===== config.mk =====
export PLATFORM = sky130hd
export DESIGN_NAME = isbie_expander
export DESIGN_NICKNAME = d
export VERILOG_FILES = /design/src/isbie_pkg.sv /design/src/isbie_expander.sv
export VERILOG_INCLUDE_DIRS = /design/src
export SDC_FILE = /design/constraint.sdc
export NUM_CORES = 1
export LEC_CHECK = 0
export ABC_AREA = 1
export BUFFER_PORTS_ARGS = -buffer_cell sky130_fd_sc_hd__buf_2
export CAP_MARGIN = 20
export CORE_MARGIN = 2
export CORE_UTILIZATION = 55
export DETAILED_ROUTE_END_ITERATION = 8
export GPL_ROUTABILITY_DRIVEN = 0
export PLACE_DENSITY = 0.87
export SLEW_MARGIN = 40
export SYNTH_ARGS = -nofsm -noshare
export SYNTH_HDL_FRONTEND = slang
export SYNTH_SLANG_ARGS = --single-unit
export TNS_END_PERCENT = 10

===== constraint.sdc =====
create_clock -name clk -period 2.2 [get_ports clk]
set_clock_uncertainty 0.05 [all_clocks]
set_input_delay 0.44 -clock clk [delete_from_list [all_inputs] [get_ports clk]]
set_output_delay 0.44 -clock clk [all_outputs]
set_load 0.02 [all_outputs]

===== src/isbie_params.svh =====
// Purpose: Constants for the sixteen-bit expander: address, offsets, resets
// Assumes: Included by the expander module only
// Notes: Register offsets double as command byte values
`ifndef ISBIE_PARAMS_SVH
`define ISBIE_PARAMS_SVH

// Upper six bits of the 7-bit bus address; select input is bit 0
`define ISBIE_ADDR_UPPER 6'h10

`define ISBIE_BYTE_BITS 4'h8

`define ISBIE_REG_IN_LO 3'h0
`define ISBIE_REG_IN_HI 3'h1
`define ISBIE_REG_OUT_LO 3'h2
`define ISBIE_REG_OUT_HI 3'h3
`define ISBIE_REG_INV_LO 3'h4
`define ISBIE_REG_INV_HI 3'h5
`define ISBIE_REG_DIR_LO 3'h6
`define ISBIE_REG_DIR_HI 3'h7

`define ISBIE_RST_LATCH 8'hff
`define ISBIE_RST_INVERT 8'h00
`define ISBIE_RST_DIR 8'hff

`endif


===== src/isbie_pkg.sv =====
// Purpose: Types shared by the sixteen-bit expander
// Assumes: Nothing beyond the standard language
// Notes: Pin groups travel as one struct of two halves
package isbie_pkg;

  typedef struct packed {
    logic [7:0] highHalf;
    logic [7:0] lowHalf;
  } isbie_pins_t;

  typedef struct packed {
    isbie_pins_t latch;
    isbie_pins_t invert;
    isbie_pins_t dir;
  } isbie_regs_t;

  typedef enum logic [2:0] {
    ST_IDLE,
    ST_RECV,
    ST_ACK,
    ST_SEND,
    ST_MACK,
    ST_IGNORE
  } isbie_state_t;

  typedef enum logic [1:0] {
    PH_ADDR,
    PH_CMD,
    PH_DATA
  } isbie_phase_t;

endpackage


===== src/isbie_expander.sv =====
// Purpose: Two-wire slave with eight byte registers driving sixteen pins
// Assumes: Bus clock well below clk/8; all pins sampled by two flops
// Notes: Pin drivers, bus slave and register file share one state struct
// Notes on behaviour
// - Input direction turns both pin drivers off
// - Output direction drives pin from latch bit
// - SDA falling with SCL high starts transfer
// - Matching address acknowledged low on ninth pulse
// - SDA change during SCL high is control
// - SDA rising with SCL high ends transfer
// - Eight data bits then one acknowledge bit
// - Transmitter releases SDA, receiver pulls low
// - Device acks written bytes, master acks reads
// - Master nack on last read; device releases SDA
// - Address 0x20 or 0x21 from select input
// - Direction flag one reads, zero writes
// - First written byte is command, low three bits
// - Command persists across transactions
// - Commands 0..7 select the eight registers
// - Reset: latches ones, polarity zeros, direction ones
// - Input registers show pins, ignore writes
// - Latch reads return latch, not pin
// - Direction one is input, zero is output
// - Polarity one inverts reported input level
// - Writes alternate between registers of a pair
// - Reads alternate between registers of a pair
`timescale 1ns/1ps
`include "isbie_params.svh"

module isbie_expander (
  input wire logic clk,
  input wire logic nrst,
  input wire logic sclIn,
  input wire logic sdaIn,
  output logic sdaOut,
  output logic sdaOe,
  input wire logic addrSel,
  input wire isbie_pkg::isbie_pins_t gpioIn,
  output isbie_pkg::isbie_pins_t gpioOut,
  output isbie_pkg::isbie_pins_t gpioOe,
  output isbie_pkg::isbie_pins_t highSideDriver,
  output isbie_pkg::isbie_pins_t lowSideDriver
);
  import isbie_pkg::*;

  // ****************************************
  // State
  // ****************************************
  typedef struct packed {
    logic [2:0] sclSync;
    logic [2:0] sdaSync;
    logic [1:0] addrSync;
    isbie_pins_t gpioMeta;
    isbie_pins_t gpioSync;
    isbie_state_t state;
    isbie_phase_t phase;
    logic [3:0] bitCnt;
    logic [7:0] shift;
    logic rwRead;
    logic addrLatch;
    logic masterAck;
    logic pullLow;
    logic [2:0] cmd;
    isbie_regs_t regs;
    isbie_pins_t highDrv;
    isbie_pins_t lowDrv;
  } isbie_core_t;

  isbie_core_t core_reg;
  isbie_core_t core_next;

  logic sclS;
  logic sclPrev;
  logic sdaS;
  logic sdaPrev;
  logic sclRise;
  logic sclFall;
  logic startCond;
  logic stopCond;
  logic [7:0] sendByte;

  // Second stage feeds logic; first stage is read only by second
  assign sclS = core_reg.sclSync[1];
  assign sclPrev = core_reg.sclSync[2];
  assign sdaS = core_reg.sdaSync[1];
  assign sdaPrev = core_reg.sdaSync[2];
  assign sclRise = sclS && !sclPrev;
  assign sclFall = !sclS && sclPrev;
  assign startCond = sclS && sclPrev && sdaPrev && !sdaS;
  assign stopCond = sclS && sclPrev && !sdaPrev && sdaS;

  // ****************************************
  // Register access
  // ****************************************
  function automatic logic [7:0] readByte(input isbie_regs_t r,
                                          input logic [2:0] c,
                                          input isbie_pins_t pins);
    logic [7:0] v;
    v = 8'h00;
    case (c)
      `ISBIE_REG_IN_LO: v = pins.lowHalf ^ r.invert.lowHalf;
      `ISBIE_REG_IN_HI: v = pins.highHalf ^ r.invert.highHalf;
      `ISBIE_REG_OUT_LO: v = r.latch.lowHalf;
      `ISBIE_REG_OUT_HI: v = r.latch.highHalf;
      `ISBIE_REG_INV_LO: v = r.invert.lowHalf;
      `ISBIE_REG_INV_HI: v = r.invert.highHalf;
      `ISBIE_REG_DIR_LO: v = r.dir.lowHalf;
      `ISBIE_REG_DIR_HI: v = r.dir.highHalf;
      default: v = 8'h00;
    endcase
    return v;
  endfunction

  function automatic isbie_regs_t writeByte(input isbie_regs_t r,
                                            input logic [2:0] c,
                                            input logic [7:0] d);
    isbie_regs_t w;
    w = r;
    case (c)
      `ISBIE_REG_OUT_LO: w.latch.lowHalf = d;
      `ISBIE_REG_OUT_HI: w.latch.highHalf = d;
      `ISBIE_REG_INV_LO: w.invert.lowHalf = d;
      `ISBIE_REG_INV_HI: w.invert.highHalf = d;
      `ISBIE_REG_DIR_LO: w.dir.lowHalf = d;
      `ISBIE_REG_DIR_HI: w.dir.highHalf = d;
      default: w = r; // Input registers drop writes
    endcase
    return w;
  endfunction

  // Other register of the same pair
  function automatic logic [2:0] pairNext(input logic [2:0] c);
    return {c[2:1], ~c[0]};
  endfunction

  assign sendByte = readByte(core_reg.regs, core_reg.cmd, core_reg.gpioSync);

  // ****************************************
  // Next state
  // ****************************************
  always_comb begin
    core_next = core_reg;
    core_next.sclSync = {core_reg.sclSync[1:0], sclIn};
    core_next.sdaSync = {core_reg.sdaSync[1:0], sdaIn};
    core_next.addrSync = {core_reg.addrSync[0], addrSel};
    core_next.gpioMeta = gpioIn;
    core_next.gpioSync = core_reg.gpioMeta;
    case (core_reg.state)
      ST_RECV: begin
        if (sclRise) begin
          core_next.shift = {core_reg.shift[6:0], sdaS};
          core_next.bitCnt = core_reg.bitCnt + 4'h1;
        end else if (sclFall && core_reg.bitCnt == `ISBIE_BYTE_BITS) begin
          // Byte complete: act on it and acknowledge; a foreign address is ignored
          core_next.state = ST_ACK;
          core_next.pullLow = 1'b1;
          case (core_reg.phase)
            PH_ADDR: begin
              if (core_reg.shift[7:1] ==
                  {`ISBIE_ADDR_UPPER, core_reg.addrLatch}) begin
                core_next.rwRead = core_reg.shift[0];
              end else begin
                core_next.state = ST_IGNORE;
                core_next.pullLow = 1'b0;
              end
            end
            PH_CMD: begin
              core_next.cmd = core_reg.shift[2:0];
            end
            default: begin
              core_next.regs = writeByte(core_reg.regs, core_reg.cmd,
                                         core_reg.shift);
              core_next.cmd = pairNext(core_reg.cmd);
            end
          endcase
        end
      end
      ST_ACK: begin
        if (sclFall) begin
          if (core_reg.phase == PH_ADDR && core_reg.rwRead) begin
            core_next.state = ST_SEND;
            core_next.shift = sendByte;
            core_next.pullLow = ~sendByte[7];
            core_next.bitCnt = 4'h1;
          end else begin
            core_next.state = ST_RECV;
            core_next.pullLow = 1'b0;
            core_next.bitCnt = 4'h0;
            core_next.phase =
              (core_reg.phase == PH_ADDR) ? PH_CMD : PH_DATA;
          end
        end
      end
      ST_SEND: begin
        if (sclFall) begin
          if (core_reg.bitCnt < `ISBIE_BYTE_BITS) begin
            core_next.pullLow = ~core_reg.shift[6];
            core_next.shift = {core_reg.shift[6:0], 1'b0};
            core_next.bitCnt = core_reg.bitCnt + 4'h1;
          end else begin
            core_next.state = ST_MACK;
            core_next.pullLow = 1'b0;
            core_next.cmd = pairNext(core_reg.cmd);
          end
        end
      end
      ST_MACK: begin
        if (sclRise) begin
          core_next.masterAck = ~sdaS;
        end else if (sclFall) begin
          if (core_reg.masterAck) begin
            core_next.state = ST_SEND;
            core_next.shift = sendByte;
            core_next.pullLow = ~sendByte[7];
            core_next.bitCnt = 4'h1;
          end else begin
            core_next.state = ST_IGNORE;
          end
        end
      end
      ST_IDLE: core_next.pullLow = 1'b0;
      ST_IGNORE: core_next.pullLow = 1'b0;
      default: core_next.state = ST_IDLE;
    endcase
    // Start or repeated start overrides any byte in flight
    // Command left alone so later reads keep their register
    if (startCond) begin
      core_next.state = ST_RECV;
      core_next.phase = PH_ADDR;
      core_next.bitCnt = 4'h0;
      core_next.pullLow = 1'b0;
      core_next.rwRead = 1'b0;
      core_next.addrLatch = core_reg.addrSync[1];
    end else if (stopCond) begin
      core_next.state = ST_IDLE;
      core_next.pullLow = 1'b0;
    end
    // Drivers registered on the same edge as the registers
    core_next.highDrv = ~core_next.regs.dir & core_next.regs.latch;
    core_next.lowDrv = ~core_next.regs.dir & ~core_next.regs.latch;
  end

  always_ff @(posedge clk or negedge nrst) begin
    if (!nrst) begin
      core_reg <= '0;
      core_reg.sclSync <= 3'h7;
      core_reg.sdaSync <= 3'h7;
      core_reg.regs.latch <= {`ISBIE_RST_LATCH, `ISBIE_RST_LATCH};
      core_reg.regs.invert <= {`ISBIE_RST_INVERT, `ISBIE_RST_INVERT};
      core_reg.regs.dir <= {`ISBIE_RST_DIR, `ISBIE_RST_DIR};
    end else begin
      core_reg <= core_next;
    end
  end

  // ****************************************
  // Outputs
  // ****************************************
  // Open drain: only ever pulls low
  assign sdaOut = 1'b0;
  assign sdaOe = core_reg.pullLow;
  assign highSideDriver = core_reg.highDrv;
  assign lowSideDriver = core_reg.lowDrv;
  assign gpioOut = core_reg.highDrv;
  assign gpioOe = core_reg.highDrv | core_reg.lowDrv;
endmodule


==> run summary <==
cell count after synthesis - 765
Clock Latency Late Sink - 430 ps
drt pass-1 iters - 5
library cells used by synthesis - 39
switching part of the total power - 30.7%
Avg Vias per Cell - 5.23
Comb power frac - 19.1%
commonest non-fill, non-tap cell in the layout - nand2_1
MaxCap Viol Count - 0
nets - 855
final hold slack - 64.9 ps
clock network fraction of design power - 39.1%
share of cells above drive strength 1 - 28.6%
Final Power - 7.15 mW
Worst VDD drop - 0.000975 V
Setup CP Type - reg -> reg
antenna cell count - 0
clock sink count - 144
I/O pins - 87
Psw - 2.19 mW
Worst setup EP type - flip-flop
status - complete, no violations
largest net degree at the start of global routing - 51
synthesis-stage register bit count - 144
Worst-path clk slew - 60 ps
initial antenna violation count - 0
Min-Delay Path Class - in -> reg
Starting Density - 56.4%
number of CTS-inserted buffers - 17
Final HPWL DP - 9620 um
sequential power share - 41.8%
maximum fanout along the worst path - 16
P_int - 4.96 mW
Worst Path Required - 2510 ps
Die Wd - 115 um
clk root buf - clkbuf_16
H-tree levels - 4
wire length per cell - 13.9 um
crit path launch type - flip-flop
DP Worst Slack - 107 ps
Mapped Nets - 788
Core Util, Final - 64.1%
Final Cell Area - 7700 sq um
Lkg Pwr - 3.56 nW
Seq/Total Area, Yosys - 53.9%
Post-Place Cells - 959
flop-to-flop setup slack - 130 ps
Die Y - 115 um
via count - 5,190
YS warnings - 0
Overflow after GRT - 0
syn avg cell area - 8.85 sq um
DRC viols - 0
Die Area - 13,200 sq um
PD cells - 929 nW/um^2
Antenna Nets Post-Route - 0
global-route wire length before repair - 22,800 um
GRT Overall Usage - 22.7%
PortBufs - 85
final number of setup-violating endpoints - 0
post-route insts no fill - 992
Final WS setup - 128 ps
drt total wl - 13,800 um
Post-DP Area - 7110 sq um
fin crit period - 2070 ps
CTS tree - done
Max Fclk - 483 MHz
Initial DRC Count - 552
Area Overhead vs Synth - 13.7%
unrepaired setup endpoints after global routing - true
Arr. time, crit path - 2380 ps
Netlist Area Pre-Place - 6770 sq um
Final Slew Violations - 0
Core Region - 12,000 sq um
final hold violations - 0
final worst path period share - 94.2%
Filler cells - 959
Cell Rows - 40
Largest register FFs - 90
final setup TNS - 0 ps
Clock Path Buffers - 2
commonest non-fill, non-tap cells in the layout - nand2_1, dfrtp_1, buf_2
vias in the first global route - 4,747
==> routing by layer <==
layer	part of all wire (%)	track usage (%)	up-vias	routed length (um)
met5	0	0	-	0
met4	2.0	9.32	0	274
met3	8.3	6.33	23	1150
met2	45	33.9	272	6230
met1	45	31.7	2398	6190
li1	-	-	2497	-
==> power by group through the flow <==
stage	sequential [mW]	combinational [mW]	clock (mW)
final	2.99	1.36	2.79
after global routing	3.01	1.57	2.96
after CTS	2.98	1.35	2.83
after detailed placement	3.03	1.33	0
after global placement	3.02	1.30	0
after floorplan	2.98	0.945	0
==> logic make-up (layout without fill, tap and decap cells) <==
family	count (synthesis)	count (layout)	synth area share, %
compound gates	97	97	8.63
xor+xnor	17	17	2.20
fa+ha+maj	2	2	0.369
buf+inv	135	215	11.1
flops	144	144	53.9
other cells	1	1	0.0554
simple gates	369	369	23.7
==> final timing paths <==
| kind | start | endpoint | cells after the start |
|---|---|---|---|
| max in group asynchronous | nrst | core_reg[47] | 3 |
| min in group asynchronous | nrst | core_next[112] | 2 |
| worst min-delay path | gpioIn[0] | core_next[104] | 1 |
| worst min register to register | core_next[110] | core_reg[110] | 0 |
| worst max register to register | core_reg[143] | gpioOut[3] | 8 |
| worst max-delay path | core_reg[143] | gpioOut[3] | 8 |
==> area by class of cell <==
type	instances	area [sq um]	area share (%)
Clock buffer	21	460	5.98
Clock inverter	11	115	1.50
Inverter	74	279	3.63
Tap cell	147	184	2.39
Sequential cell	144	3650	47.4
Multi-Input combinational cell	486	2370	30.8
Timing Repair Buffer	109	639	8.31
==> what timing repair did <==
item | 4_1_cts | 5_1_grt
hold buffers | 1 | 0
endpoints found under the hold margin | 39 | 0
setup buffers | 0 | 0
gates resized for setup | 0 | 8
setup endpoints to repair | 0 | 14
==> cell usage after synthesis, drive strengths merged <==
| cell | number | area share, % |
|---|---|---|
| ha | 2 | 0.37 |
| xnor2 | 8 | 1.0 |
| nand3 | 18 | 1.6 |
| inv | 73 | 4.0 |
| a21boi | 1 | 0.11 |
| nor3 | 4 | 0.70 |
| xor2 | 9 | 1.2 |
| clkbuf | 2 | 0.11 |
| conb | 1 | 0.055 |
| o31ai | 1 | 0.11 |
| nand2 | 231 | 14 |
| buf | 59 | 6.9 |
| clkinv | 1 | 0.074 |
| a211oi | 3 | 0.33 |
| a31oi | 1 | 0.092 |
| or2 | 18 | 1.7 |
| dfstp | 38 | 15 |
| o22ai | 8 | 0.74 |
| nor2 | 88 | 5.2 |
| o21ai | 69 | 6.2 |
| nand4 | 10 | 0.92 |
| a21oi | 14 | 1.0 |
| dfrtp | 106 | 39 |
==> critical path, cell delays in order, from the launching register on <==
cell     delay, ps
dfstp_2        580
inv_2           60
nor2_4         130
nand3_4        120
nor3_4         240
nand2_2        250
o21ai_0        390
inv_1           90
nor2_1         100
(Power assumes the default switching activity.)
